--- src/hw/block_tx_pkg.sv ---
// Package for the automatic block send sequencer.
// Holds the register map, field positions, reset values and state codes.
package block_tx_pkg;

  // ==========================================================================
  // Sizes
  // ==========================================================================
  localparam int NUM_BUF = 16;
  localparam int NUM_BLOCK = 8;
  localparam int ID_W = 11;
  localparam logic [2:0] LAST_BLOCK = 3'h7;

  // ==========================================================================
  // Register byte addresses
  // ==========================================================================
  localparam logic [7:0] ADDR_MODULE_CTRL = 8'h00;
  localparam logic [7:0] ADDR_BLOCK_CTRL = 8'h04;
  localparam logic [7:0] ADDR_GAP_DELAY = 8'h08;
  localparam logic [7:0] ADDR_BUF_READY = 8'h0C;
  localparam logic [7:0] ADDR_SEND_REQ = 8'h10;
  localparam logic [7:0] ADDR_HISTORY = 8'h14;

  // ==========================================================================
  // Fields, codes and reset values
  // ==========================================================================
  localparam logic [2:0] MODE_INIT = 3'h0;
  localparam logic [2:0] MODE_BLOCK_SEND = 3'h2;
  localparam int BIT_TX_ACTIVE = 8;
  localparam int BIT_TRIGGER = 0;
  localparam int BIT_POS_RESET = 1;
  localparam int POS_LSB = 4;
  localparam int HIST_VALID_BIT = 8;
  localparam logic [7:0] GAP_RESET = 8'h00;
  localparam logic [1:0] RESP_OKAY = 2'h0;
  localparam logic [1:0] RESP_SLVERR = 2'h2;

  // Sequencer states, Gray coded along idle, gap, pending.
  typedef enum logic [1:0] {
    SEQ_IDLE = 2'b00,
    SEQ_GAP = 2'b01,
    SEQ_PEND = 2'b11
  } seq_state_t;

endpackage

--- src/hw/block_tx_sequencer.sv ---
// Automatic block send sequencer with transmit arbitration and abort handling.
// Assumes an AXI4-Lite master, a bit timing block giving one bit_tick per
// bus data bit, and a protocol engine that sends the buffer named on tx_start.
// Notes on behaviour
// - Block sending uses buffers zero through seven only.
// - Mode code 010B enables block send operation.
// - Trigger requests the buffer at the current position, completion requests next.
// - Wait programmed gap, in bit times, between frames.
// - Block buffers go strictly in ascending order.
// - After buffer seven, trigger clears and sequence ends.
// - Unready buffer stops sequence, clears trigger, keeps position.
// - Position reset while stopped restarts at buffer zero.
// - Position reset bit clears itself when done.
// - Pending block buffer arbitrates with ordinary buffers.
// - Block frames are never logged in history.
// - Zero gap may let ordinary frames pass.
// - Received foreign frame may delay next block frame.
// - Clearing a request aborts it unless on bus.
// - Trigger stays one until active block frame ends.
module block_tx_sequencer
  import block_tx_pkg::*;
#(
  parameter int GAP_W = 8
)
(
  input wire logic aclk,
  input wire logic aresetn,
  input wire logic awvalid,
  output logic awready,
  input wire logic [7:0] awaddr,
  input wire logic wvalid,
  output logic wready,
  input wire logic [31:0] wdata,
  input wire logic [3:0] wstrb,
  output logic bvalid,
  input wire logic bready,
  output logic [1:0] bresp,
  input wire logic arvalid,
  output logic arready,
  input wire logic [7:0] araddr,
  output logic rvalid,
  input wire logic rready,
  output logic [31:0] rdata,
  output logic [1:0] rresp,
  input wire logic [NUM_BUF*ID_W-1:0] buffer_id,
  input wire logic bit_tick,
  output logic tx_start,
  output logic [3:0] tx_buffer,
  output logic transmit_active_flag,
  input wire logic tx_done,
  input wire logic tx_ok
);

  // ==========================================================================
  // State
  // ==========================================================================
  logic aw_have_reg, aw_have_next, w_have_reg, w_have_next;
  logic [7:0] wa_reg, wa_next;
  logic [31:0] wd_reg, wd_next;
  logic [3:0] ws_reg, ws_next;
  logic bvalid_reg, bvalid_next, rvalid_reg, rvalid_next;
  logic [1:0] bresp_reg, bresp_next, rresp_reg, rresp_next;
  logic [31:0] rdata_reg, rdata_next;
  logic [2:0] operating_mode_field_reg, operating_mode_field_next;
  logic block_send_trigger_reg, block_send_trigger_next;
  logic sequencer_position_reset_reg, sequencer_position_reset_next;
  logic abort_reg, abort_next;
  logic [2:0] pos_reg, pos_next;
  logic [GAP_W-1:0] block_gap_delay_reg, block_gap_delay_next;
  logic [GAP_W-1:0] gap_cnt_reg, gap_cnt_next;
  seq_state_t state_reg, state_next;
  logic [NUM_BUF-1:0] ready_reg, ready_next, req_reg, req_next;
  logic busy_reg, busy_next, start_reg, start_next;
  logic [3:0] txbuf_reg, txbuf_next, hist_reg, hist_next;
  logic hist_v_reg, hist_v_next;
  logic wr_go, rd_go, block_mode, block_done, any_cand;
  logic [3:0] win;
  logic [ID_W-1:0] win_id;
  logic [NUM_BUF-1:0] cand;
  logic [31:0] wmask;

  assign awready = !aw_have_reg;
  assign wready = !w_have_reg;
  assign arready = !rvalid_reg;
  assign bvalid = bvalid_reg;
  assign bresp = bresp_reg;
  assign rvalid = rvalid_reg;
  assign rresp = rresp_reg;
  assign rdata = rdata_reg;
  assign tx_start = start_reg;
  assign tx_buffer = txbuf_reg;
  assign transmit_active_flag = busy_reg;
  assign wr_go = aw_have_reg && w_have_reg && !bvalid_reg;
  assign rd_go = arvalid && !rvalid_reg;
  assign block_mode = (operating_mode_field_reg == MODE_BLOCK_SEND);
  assign wmask = {{8{ws_reg[3]}}, {8{ws_reg[2]}}, {8{ws_reg[1]}}, {8{ws_reg[0]}}};
  // A block frame ended on the bus; only buffers 0 to 7 take part.
  assign block_done = busy_reg && tx_done && block_mode && !txbuf_reg[3];

  // Merges the written bytes into an old register value.
  function automatic logic [31:0] merge(input logic [31:0] old);
    merge = (old & ~wmask) | (wd_reg & wmask);
  endfunction

  // ==========================================================================
  // Arbitration
  // ==========================================================================
  // Each requesting buffer is a candidate; in block mode at most one block
  // buffer holds a request, so block order is never decided by identifier.
  generate
    for (genvar i = 0; i < NUM_BUF; i++)
    begin : g_cand
      assign cand[i] = req_reg[i];
    end
  endgenerate

  // Lowest identifier wins, ties go to the lowest buffer number.
  always_comb
  begin
    win = 4'h0;
    win_id = '1;
    any_cand = 1'b0;
    for (int i = 0; i < NUM_BUF; i++)
    begin
      if (cand[i] && (!any_cand || buffer_id[i*ID_W +: ID_W] < win_id))
      begin
        win = 4'(i);
        win_id = buffer_id[i*ID_W +: ID_W];
        any_cand = 1'b1;
      end
    end
  end

  // ==========================================================================
  // Bus slave next state
  // ==========================================================================
  always_comb
  begin
    aw_have_next = aw_have_reg;
    w_have_next = w_have_reg;
    wa_next = wa_reg;
    wd_next = wd_reg;
    ws_next = ws_reg;
    bvalid_next = bvalid_reg;
    bresp_next = bresp_reg;
    rvalid_next = rvalid_reg;
    rresp_next = rresp_reg;
    rdata_next = rdata_reg;
    if (awvalid && !aw_have_reg)
    begin
      aw_have_next = 1'b1;
      wa_next = awaddr;
    end
    if (wvalid && !w_have_reg)
    begin
      w_have_next = 1'b1;
      wd_next = wdata;
      ws_next = wstrb;
    end
    if (wr_go)
    begin
      aw_have_next = 1'b0;
      w_have_next = 1'b0;
      bvalid_next = 1'b1;
      bresp_next = (wa_reg > ADDR_HISTORY || wa_reg[1:0] != 2'h0) ? RESP_SLVERR : RESP_OKAY;
    end
    if (bvalid_reg && bready)
    begin
      bvalid_next = 1'b0;
    end
    if (rvalid_reg && rready)
    begin
      rvalid_next = 1'b0;
    end
    if (rd_go)
    begin
      rvalid_next = 1'b1;
      rresp_next = RESP_OKAY;
      rdata_next = 32'h0;
      case (araddr)
        ADDR_MODULE_CTRL:
        begin
          rdata_next[2:0] = operating_mode_field_reg;
          rdata_next[BIT_TX_ACTIVE] = busy_reg;
        end
        ADDR_BLOCK_CTRL:
        begin
          rdata_next[BIT_TRIGGER] = block_send_trigger_reg;
          rdata_next[BIT_POS_RESET] = sequencer_position_reset_reg;
          rdata_next[POS_LSB +: 3] = pos_reg;
        end
        ADDR_GAP_DELAY: rdata_next[GAP_W-1:0] = block_gap_delay_reg;
        ADDR_BUF_READY: rdata_next[NUM_BUF-1:0] = ready_reg;
        ADDR_SEND_REQ: rdata_next[NUM_BUF-1:0] = req_reg;
        ADDR_HISTORY:
        begin
          rdata_next[3:0] = hist_reg;
          rdata_next[HIST_VALID_BIT] = hist_v_reg;
        end
        default: rresp_next = RESP_SLVERR;
      endcase
    end
  end

  // ==========================================================================
  // Sequencer and transmit next state
  // ==========================================================================
  always_comb
  begin
    logic [31:0] m;
    m = 32'h0;
    operating_mode_field_next = operating_mode_field_reg;
    block_send_trigger_next = block_send_trigger_reg;
    sequencer_position_reset_next = 1'b0;
    abort_next = abort_reg;
    pos_next = pos_reg;
    block_gap_delay_next = block_gap_delay_reg;
    gap_cnt_next = gap_cnt_reg;
    state_next = state_reg;
    ready_next = ready_reg;
    req_next = req_reg;
    busy_next = busy_reg;
    start_next = 1'b0;
    txbuf_next = txbuf_reg;
    hist_next = hist_reg;
    hist_v_next = hist_v_reg;
    // History pop on read; a new entry in the same cycle wins below.
    if (rd_go && araddr == ADDR_HISTORY)
    begin
      hist_v_next = 1'b0;
    end
    // Frame completion: requests clear only after a good frame.
    if (busy_reg && tx_done)
    begin
      busy_next = 1'b0;
      if (tx_ok)
      begin
        req_next[txbuf_reg] = 1'b0;
        if (!block_done)
        begin
          hist_next = txbuf_reg;
          hist_v_next = 1'b1;
        end
      end
    end
    // A pending position reset is carried out and the bit drops.
    if (sequencer_position_reset_reg)
    begin
      pos_next = 3'h0;
    end
    case (state_reg)
      SEQ_IDLE:
      begin
        if (block_send_trigger_reg && block_mode)
        begin
          if (ready_reg[pos_reg])
          begin
            req_next[pos_reg] = 1'b1;
            state_next = SEQ_PEND;
          end
          else
          begin
            block_send_trigger_next = 1'b0;
          end
        end
      end
      SEQ_PEND:
      begin
        if (block_done && tx_ok)
        begin
          abort_next = 1'b0;
          gap_cnt_next = '0;
          if (pos_reg == LAST_BLOCK)
          begin
            pos_next = 3'h0;
            block_send_trigger_next = 1'b0;
            state_next = SEQ_IDLE;
          end
          else
          begin
            pos_next = pos_reg + 3'h1;
            state_next = abort_reg ? SEQ_IDLE : SEQ_GAP;
            block_send_trigger_next = !abort_reg;
          end
        end
        else if (block_done && abort_reg)
        begin
          // Failed frame under abort: stay on the same buffer.
          abort_next = 1'b0;
          req_next[pos_reg] = 1'b0;
          block_send_trigger_next = 1'b0;
          state_next = SEQ_IDLE;
        end
      end
      SEQ_GAP:
      begin
        if (gap_cnt_reg >= block_gap_delay_reg)
        begin
          if (ready_reg[pos_reg])
          begin
            req_next[pos_reg] = 1'b1;
            state_next = SEQ_PEND;
          end
          else
          begin
            block_send_trigger_next = 1'b0;
            state_next = SEQ_IDLE;
          end
        end
        else if (bit_tick)
        begin
          gap_cnt_next = gap_cnt_reg + 1'b1;
        end
      end
      default: state_next = SEQ_IDLE;
    endcase
    // Launch the arbitration winner when the engine is free.
    if (!busy_reg && any_cand)
    begin
      busy_next = 1'b1;
      start_next = 1'b1;
      txbuf_next = win;
    end
    // Software writes.
    if (wr_go)
    begin
      case (wa_reg)
        ADDR_MODULE_CTRL:
        begin
          m = merge({29'h0, operating_mode_field_reg});
          operating_mode_field_next = m[2:0];
        end
        ADDR_BLOCK_CTRL:
        begin
          m = merge({30'h0, sequencer_position_reset_reg, block_send_trigger_reg});
          if (m[BIT_TRIGGER] && block_mode)
          begin
            block_send_trigger_next = 1'b1;
          end
          else if (!m[BIT_TRIGGER] && block_send_trigger_reg)
          begin
            if (busy_reg && !txbuf_reg[3] && state_reg == SEQ_PEND)
            begin
              abort_next = 1'b1;
            end
            else
            begin
              block_send_trigger_next = 1'b0;
              req_next[pos_reg] = 1'b0;
              state_next = SEQ_IDLE;
            end
          end
          if (m[BIT_POS_RESET] && !block_send_trigger_reg)
          begin
            sequencer_position_reset_next = 1'b1;
          end
        end
        ADDR_GAP_DELAY:
        begin
          m = merge({{(32-GAP_W){1'b0}}, block_gap_delay_reg});
          block_gap_delay_next = m[GAP_W-1:0];
        end
        ADDR_BUF_READY:
        begin
          m = merge({16'h0, ready_reg});
          ready_next = m[NUM_BUF-1:0];
        end
        ADDR_SEND_REQ:
        begin
          m = merge({16'h0, req_reg});
          for (int i = 0; i < NUM_BUF; i++)
          begin
            // Block buffers belong to hardware while in block mode.
            if (!block_mode || i >= NUM_BLOCK)
            begin
              if (m[i])
              begin
                req_next[i] = 1'b1;
              end
              else if (!(busy_reg && txbuf_reg == 4'(i)))
              begin
                req_next[i] = 1'b0;
              end
            end
          end
        end
        default: m = 32'h0;
      endcase
    end
  end

  // ==========================================================================
  // Registers
  // ==========================================================================
  always_ff @(posedge aclk)
  begin
    if (!aresetn)
    begin
      aw_have_reg <= 1'b0;
      w_have_reg <= 1'b0;
      wa_reg <= 8'h00;
      wd_reg <= 32'h0;
      ws_reg <= 4'h0;
      bvalid_reg <= 1'b0;
      bresp_reg <= RESP_OKAY;
      rvalid_reg <= 1'b0;
      rresp_reg <= RESP_OKAY;
      rdata_reg <= 32'h0;
      operating_mode_field_reg <= MODE_INIT;
      block_send_trigger_reg <= 1'b0;
      sequencer_position_reset_reg <= 1'b0;
      abort_reg <= 1'b0;
      pos_reg <= 3'h0;
      block_gap_delay_reg <= GAP_RESET;
      gap_cnt_reg <= '0;
      state_reg <= SEQ_IDLE;
      ready_reg <= 16'h0;
      req_reg <= 16'h0;
      busy_reg <= 1'b0;
      start_reg <= 1'b0;
      txbuf_reg <= 4'h0;
      hist_reg <= 4'h0;
      hist_v_reg <= 1'b0;
    end
    else
    begin
      aw_have_reg <= aw_have_next;
      w_have_reg <= w_have_next;
      wa_reg <= wa_next;
      wd_reg <= wd_next;
      ws_reg <= ws_next;
      bvalid_reg <= bvalid_next;
      bresp_reg <= bresp_next;
      rvalid_reg <= rvalid_next;
      rresp_reg <= rresp_next;
      rdata_reg <= rdata_next;
      operating_mode_field_reg <= operating_mode_field_next;
      block_send_trigger_reg <= block_send_trigger_next;
      sequencer_position_reset_reg <= sequencer_position_reset_next;
      abort_reg <= abort_next;
      pos_reg <= pos_next;
      block_gap_delay_reg <= block_gap_delay_next;
      gap_cnt_reg <= gap_cnt_next;
      state_reg <= state_next;
      ready_reg <= ready_next;
      req_reg <= req_next;
      busy_reg <= busy_next;
      start_reg <= start_next;
      txbuf_reg <= txbuf_next;
      hist_reg <= hist_next;
      hist_v_reg <= hist_v_next;
    end
  end

endmodule

--- config.mk ---
export PLATFORM = sky130hd
export DESIGN_NAME = block_tx_sequencer
export DESIGN_NICKNAME = d
export VERILOG_FILES = /design/src/hw/block_tx_pkg.sv /design/src/hw/block_tx_sequencer.sv
export SDC_FILE = /design/constraint.sdc
export NUM_CORES = 1
export LEC_CHECK = 0
export ABC_AREA = 1
export BUFFER_PORTS_ARGS = -buffer_cell sky130_fd_sc_hd__buf_4
export CAP_MARGIN = 40
export CORE_MARGIN = 3
export CORE_UTILIZATION = 50
export DETAILED_ROUTE_END_ITERATION = 7
export PLACE_DENSITY = 0.76
export REMOVE_ABC_BUFFERS = 1
export SLEW_MARGIN = 20
export SYNTH_ARGS = -nofsm -noshare
export SYNTH_HDL_FRONTEND = slang
export SYNTH_SLANG_ARGS = --single-unit
--- constraint.sdc ---
create_clock -name aclk -period 21.3 [get_ports aclk]
set_input_delay 1.065 -clock aclk [delete_from_list [all_inputs] [get_ports aclk]]
set_output_delay 1.065 -clock aclk [all_outputs]
set_load 0.05 [all_outputs]
=== After elaboration in Yosys (flattened, before gate mapping) ===
Cells that the tools add are included.

* Add/sub/neg operators: 2
* $lt $le $gt $ge: 21
* Equality and inequality tests: 31
* Multiplexer cells: 166
* Bitwise gates (word level): 20
* Reduce and logical (&&, ||, !) cells: 110

{| class="wikitable"
|+ Operators with widths
! operator !! number
|-
| 2-to-1 mux 16 bit || 11
|-
| < comparator 11 bit || 15
|-
| 2-to-1 mux 11 bit || 15
|-
| bitwise AND 16 bit || 6
|-
| 2-to-1 mux 1 bit || 91
|-
| logical AND 1 bit || 53
|-
| 2-to-1 mux 4 bit || 13
|-
| case mux 16 bit (3 select lines) || 1
|-
| equality test 4 bit (second input constant) || 8
|-
| equality test 8 x 4 -> 1 bit (second input constant) || 4
|-
| NOT 16 bit || 2
|-
| bitwise OR 16 bit || 2
|-
| case mux 16 bit (2 select lines) || 1
|-
| 2-to-1 mux 2 bit || 14
|-
| equality test 8 x 5 -> 1 bit (second input constant) || 3
|-
| logical NOT 1 bit || 24
|-
| 2-to-1 mux 8 bit || 3
|-
| equality test 4 x 3 -> 1 bit (second input constant) || 4
|-
| equality test 8 x 3 -> 1 bit (second input constant) || 2
|-
| logical NOT 8 bit || 2
|-
| logical OR 1 bit || 16
|-
| NOT 8 -> 16 bit || 1
|-
| bitwise OR 16 x 8 -> 16 bit || 1
|-
| case mux 8 bit (2 select lines) || 1
|-
| other kinds (41) || 57
|}

* Register bits after elaboration: 120
* Input port bits: 238
* Output and inout bits: 47

=== Depth between registers and ports, before layout ===
Gate-level depths: netlist (run 1).

* Word-level depth: 63
* Depth in mapped cells: 208

=== Worst setup path before layout (run 1) ===
Ideal clock, no wire load.

* Path type: input to register
* Start: input port buffer_id[8]
* End: register txbuf_reg[1], in the netlist tx_buffer[1]
* Library setup time: 67 ps
* Data arrival time: 21294 ps
* Data required time: 21233 ps
* Slack: -61 ps
* Stages: 194
* Path buffers: 17
* Path through: nor2_1 ha_1 a21oi_1 nor2_1 nor3_1 nand3_1 nand2_2 nand2_2 buf_6 clkbuf_1 nand2_1 o21ai_0 ha_1 nand2_1 inv_1 nand3_1 nor2_1 nand4_1 [158 not listed] nor2_1 a211oi_1 o221a_2 nand2_1 nand2_2 nand2_2 clkbuf_1 nand2_1 o21ai_1 ha_1 a21oi_1 nor2_1 a211oi_1 o221a_2 nand2_1 nand2_1 nand2_2 a21oi_2

* Cells in the longest elaborated chain, start to end: 62
* Elaborated cells between the ends (all ways): 104

{| class="wikitable"
|+ RTL lines
! element !! RTL line !! source
|-
| from (decl) || block_tx_sequencer.sv:45 || <nowiki>input wire logic [NUM_BUF*ID_W-1:0] buffer_id,</nowiki>
|-
| 2-to-1 mux 11 bit * || block_tx_sequencer.sv:125 || <nowiki>if (cand[i] && (!any_cand || buffer_id[i*ID_W +: ID_W] < win_id))</nowiki>
|-
| < comparator 11 bit || block_tx_sequencer.sv:125 ||
|-
| logical OR 1 bit || block_tx_sequencer.sv:125 ||
|-
| logical AND 1 bit || block_tx_sequencer.sv:125 ||
|-
| 2-to-1 mux 11 bit or 2-to-1 mux 1 bit (tied branches) || block_tx_sequencer.sv:125 ||
|-
| < comparator 11 bit or logical NOT 1 bit (tied branches) || block_tx_sequencer.sv:125 ||
|-
| logical OR 1 bit || block_tx_sequencer.sv:125 ||
|-
| logical AND 1 bit || block_tx_sequencer.sv:125 ||
|-
| [46 not listed] || - ||
|-
| logical OR 1 bit || block_tx_sequencer.sv:125 ||
|-
| logical AND 1 bit || block_tx_sequencer.sv:125 ||
|-
| 2-to-1 mux 11 bit or 2-to-1 mux 1 bit (tied branches) || block_tx_sequencer.sv:125 ||
|-
| < comparator 11 bit or logical NOT 1 bit (tied branches) || block_tx_sequencer.sv:125 ||
|-
| logical OR 1 bit || block_tx_sequencer.sv:125 ||
|-
| logical AND 1 bit || block_tx_sequencer.sv:125 ||
|-
| 2-to-1 mux 1 bit || block_tx_sequencer.sv:125 ||
|-
| logical AND 1 bit || block_tx_sequencer.sv:318 || <nowiki>if (!busy_reg && any_cand)</nowiki>
|-
| to (signal assigned) || block_tx_sequencer.sv:449 || <nowiki>txbuf_reg <= txbuf_next;</nowiki>
|-
| to (decl) || block_tx_sequencer.sv:74 || <nowiki>logic [3:0] txbuf_reg, txbuf_next, hist_reg, hist_next;</nowiki>
|}

Mark *: on every way between the ends. The rest lies on a longest branch, timed or not.
A chain may end at the register's enable or synchronous reset.

=== Worst setup path after layout (run 1) ===
* Start: input port buffer_id[8]
* End: register txbuf_reg[3], in the netlist tx_buffer[3]

The elaborated chain is that of the path after synthesis.

==> results of run 1 <==
## worst max-delay path, delay by kind of cell
family | cells | cell delay (ns)
buffers and inverters | 18 | 1.84
AOI/OAI and AO/OA | 26 | 2.91
adders and majority gates | 15 | 4.32
and+or+nand+nor | 110 | 10.76
## metal layers
metal  part of all wire  GRT usage
met1               0.41     0.3789
met5            0.00028          0
met3              0.071    0.03826
met4              0.035    0.08841
met2               0.48     0.5080
## power by group
group          internal (mW)  switching [mW]  total, mW
Sequential             0.227         0.00599      0.233
Clock                  0.173           0.112      0.285
Combinational         0.0495          0.0707      0.120
## timing repair
action                     in CTS  in global routing
hold endpoints to repair        0                  0
gates resized for setup        19                395
cloned                          0                 22
pin swaps                       0                177
setup endpoints to repair       4                  4
setup buffers                   0                 34
## cells in the mapped netlist, drive strengths merged (3+ instances only)
| master | number |
|---|---|
| a211oi | 32 |
| a21boi | 12 |
| a21o | 12 |
| a21oi | 145 |
| a221oi | 7 |
| a31oi | 7 |
| a32oi | 3 |
| buf | 22 |
| clkbuf | 62 |
| clkinv | 4 |
| dfxtp | 118 |
| ha | 148 |
| inv | 274 |
| nand2 | 435 |
| nand3 | 113 |
| nand4 | 36 |
| nor2 | 186 |
| nor3 | 31 |
| nor3b | 3 |
| nor4 | 4 |
| o211ai | 9 |
| o21a | 7 |
| o21ai | 229 |
| o21bai | 13 |
| o221ai | 12 |
| o22ai | 19 |
## metrics by stage
step | instance area (µm²) | std cells
2_1_floorplan | 11870 | 1895
3_3_place_gp | 15160 | 2598
3_5_place_dp | 15160 | 2598
4_1_cts | 15780 | 2630
5_1_grt | 17670 | 2685
6_report | 17670 | 2685
## cell type report
| type | instances | area, µm² |
|---|---|---|
| Inverter | 278 | 1047 |
| Timing Repair Buffer | 417 | 3218 |
| Clock inverter | 14 | 150.1 |
| Multi-Input combinational cell | 1521 | 10070 |
| Fill cell | 1787 | 6080 |
| Clock buffer | 18 | 429.2 |
| Tap cell | 319 | 399.1 |
| Sequential cell | 118 | 2362 |
## worst paths after layout
kind	endpoint	slack, ns	cells past startpoint
max	tx_buffer[3]	0.60	169
max reg2reg	tx_buffer[3]	0.64	170
min	flip-flop	0.46	2
min reg2reg	flip-flop	0.46	2
## kinds of logic (layout without fill, tap and decap cells)
group                    after synthesis  count (layout)  share of synthesized area
AO/OA/AOI/OAI                        520             520                     0.2458
adder cells (fa/ha/maj)              148             148                     0.1518
buffers and inverters                362             727                     0.1177
flip-flops                           118             118                     0.1937
multiplexers                           1               1                  0.0008206
other                                  1              18                  0.0003074
AND/OR/NAND/NOR                      812             834                     0.2900
==> results.ini, run 1 <==
[clock_network]
clk_latency_ns = 0.41
cts_hold_buf = 0
clockBufferDepth = 2
cts_htree_levels = 4
clock-sinks = 118
tritoncts = done
numCtsBuffers = 17
clk_pin_slew_ns = 0.06
root_buffer = clkbuf_16

[sta]
timing.fmax_ghz = 0.04831
hold_viol = 0
setup_viol = 0
max_slew.worst_pin.slew_ns = 0.8079
finalWorstSetupSlack_ns = 0.5995
finalWorstPathRequiredPeriod_ns = 20.70
fin_skew_ns = 0.007313
relSlewSlack = 0.4607
finalSetupTns_ns = 0
fin_crit_sh = 0.9719
fin_worst_hold_slack_ns = 0.4645
rsz0062_at_grt = yes
slew_violations = 0

[placed_design]
dp_hpwl_mm = 32.37
gp_congestion = 0.9271
pre_cts_ws_ns = -1.161
port_buffers = 248

[layout]
nNetsFinal = 2739
n_antenna_cell = 0
fin_util = 0.7440
layout_common_cells = buf_4 (397), nand2_1 (343), inv_1 (262), nor2_1 (165), a21oi_1 (132)
area_growth_pct = 44.89
final_common_cell = buf_4
drive_above_1_share = 0.3132

[grt]
grt_overflow = 0
grt_pass1_wl_mm = 64.21
grt_pass1_vias = 13592
grt_max_degree = 60
antenna_found_initial = 1
grt.total_usage = 0.2926

[hold_path]
min_path_type = flip-flop to flip-flop

[power_and_ir_drop]
peakVddDrop_uv = 90.89
powerDensity_nw_per_um2 = 36.15
finalPower_uw = 638.8
p_leak_nw = 8.568

[routing]
vias = 15345
drt_first_pass_iters = 8
drcViolationCount = 0
ant_nets = 0
drtIter0Drc = 1374
viasPerCell = 5.715
routed_wl_mm = 46.28
wl_per_cell_um = 17.24

[worst_setup_path]
critPathCaptureType = flip-flop
cpMostUsedCell = nand2_4
arrival_ns = 21.00
slowest_delay_ns = 0.34
r2r-start = cand[0]
critPathSlowestCell = ha_1
worstPathRequired_ns = 21.60
critPathMaxFanout = 9
path_class = primary input to flip-flop
cp-startpoint = buffer_id[8]
start_kind = primary input

[floorplanning]
fp.dieArea_um2 = 26310
core-area_um2 = 23750
start_util = 0.5135
ios = 285
die_y_um = 162.2
rows = 56
die_w_um = 162.2

[synthesis]
synth-edff-count = 0
ys_ff_latch = 118
synth-seq-area-share = 0.1937
synth_area_um2 = 12200
synth_area_per_cell_um2 = 6.217
postSynthCellCount = 1962
synth_top_flop_cell = dfxtp_1
synth_area_leaders = dfxtp_1 (19%), ha_1 (15%), nand2_1 (12%)
synth_top_area_cell = dfxtp_1
synth_top_area_share = 0.1937
synthArstFlopShare = 0
ys_warn_count = 0
synth_cell_type_count = 49

[outcome]
outcome = complete, no violations

[job]
cap_viol_max_count = 0

No activity file was read; power rests on OpenSTA's default activity.
==> run 2: changes to the inputs <==
- CORE_UTILIZATION: 50 -> 28
- PLACE_DENSITY: 0.76 -> 0.47
==> run 2 against run 1 <==
Total power grew 2.8%. Critical path type unchanged. Cell count rose by 12%. Critical endpoint is now tx_buffer[2]. Sequential power hardly changed. Clock skew is 0.0022 ns higher.
==> results.ini, run 2 (same netlist as run 1, synthesis figures left out) <==
[worst_setup_path]
critPathMaxFanout = 8
arrival_ns = 20.68
cp-startpoint = buffer_id[10]
r2r-start = cand[0]
cpMostUsedCell = nand2_2
critPathSlowestCell = ha_1
worstPathRequired_ns = 21.67
slowest_delay_ns = 0.32
start_kind = primary input
path_class = primary input to flip-flop
critPathCaptureType = flip-flop

[sta]
fin_crit_sh = 0.9537
finalWorstPathRequiredPeriod_ns = 20.31
slew_violations = 0
finalSetupTns_ns = 0
fin_skew_ns = 0.009555
timing.fmax_ghz = 0.04923
rsz0062_at_grt = yes
max_slew.worst_pin.slew_ns = 0.7915
relSlewSlack = 0.4675
setup_viol = 0
hold_viol = 0

[clock_network]
clockBufferDepth = 2
clk_latency_ns = 0.43
root_buffer = clkbuf_16
numCtsBuffers = 17
cts_hold_buf = 0
cts_htree_levels = 4
clk_pin_slew_ns = 0.06
clock-sinks = 118
tritoncts = done

[floorplanning]
die_y_um = 214.7
rows = 75
fp.dieArea_um2 = 46100
ios = 285
core-area_um2 = 42510
start_util = 0.2869
die_w_um = 214.7

[power_and_ir_drop]
finalPower_uw = 657.0
p_leak_nw = 8.902
peakVddDrop_uv = 49.36
powerDensity_nw_per_um2 = 35.18

[outcome]
outcome = complete, no violations

[hold_path]
min_path_type = flip-flop to flip-flop

[routing]
wl_per_cell_um = 16.03
vias = 14757
viasPerCell = 4.906
drt_first_pass_iters = 5
ant_nets = 0
drtIter0Drc = 912
routed_wl_mm = 48.22
drcViolationCount = 0

[layout]
layout_common_cells = buf_4 (461), nand2_1 (331), inv_1 (259), nor2_1 (167), a21oi_1 (129)
final_common_cell = buf_4
drive_above_1_share = 0.3435
n_antenna_cell = 0
area_growth_pct = 53.08
nNetsFinal = 2804

[grt]
grt.total_usage = 0.1897
grt_max_degree = 60
grt_pass1_vias = 13963
antenna_found_initial = 0
grt_pass1_wl_mm = 71.66
grt_overflow = 0

[placed_design]
dp_hpwl_mm = 37.56
port_buffers = 248
gp_congestion = 0.8818

[job]
cap_viol_max_count = 0

[run 2: worst max-delay path: cells and delay by family]
family	cells	cell delay [ns]
compound gates	31	4.03
fa+ha+maj	15	4.25
simple gates	107	9.51
buf+inv	14	1.76
[run 2: metrics by stage]
step           setup slack (ns)  hold slack [ns]  utilization  area, µm²  instances
6_report                 0.9869           0.4689       0.4393      18670       3008
5_1_grt                 -0.5710           0.4809       0.4393      18670       3008
4_1_cts                 0.01788           0.4690       0.3915      16640       2954
3_5_place_dp             -1.367           0.4547       0.3763      16000       2922
3_3_place_gp             -1.029           0.4500       0.3754      15960       2919
2_1_floorplan             1.802           0.4393            -      11870       1895
[run 2: cell type report]
cell class,instances,area (µm²)
clock buffers,17,425.4
clock inverters,15,181.4
fillers,4462,23840
inverters,278,1050
multi-input cells,1517,10180
flip-flops and latches,118,2366
well taps,577,721.9
repair buffers,485,3742
repair inverters,1,7.507
[run 2: report_power, final]
part / total, mW / leakage [nW] / switching (mW) / internal [mW]
registers: 0.233 / 0.960 / 0.00610 / 0.227
logic: 0.122 / 7.65 / 0.0710 / 0.0508
clock network: 0.302 / 0.294 / 0.124 / 0.178
total: 0.657 / 8.90 / 0.201 / 0.455
[run 2: timing repair]
action / 4_1_cts / 5_1_grt
pin swaps: 0 / 175
resized for setup: 33 / 420
buffers inserted: 0 / 38
gates cloned: 0 / 19
endpoints found under the setup margin: 4 / 4
hold endpoints to repair: 0 / 0
[run 2: metal layers]
metal | vias up | part of all wire | routed length (µm) | global-route usage
met5 | - | 0 | 0 | 0
met4 | 0 | 0.015 | 709 | 0.04059
met2 | 303 | 0.48 | 23190 | 0.3293
li1 | 7557 | - | - | -
met1 | 6853 | 0.47 | 22590 | 0.2528
met3 | 44 | 0.036 | 1732 | 0.02246
[run 2: final timing paths]
kind | cells past startpoint | slack [ns] | endpoint
max | 167 | 0.99 | tx_buffer[2]
min | 2 | 0.47 | flip-flop
max reg2reg | 167 | 1.04 | tx_buffer[2]
min reg2reg | 2 | 0.47 | flip-flop
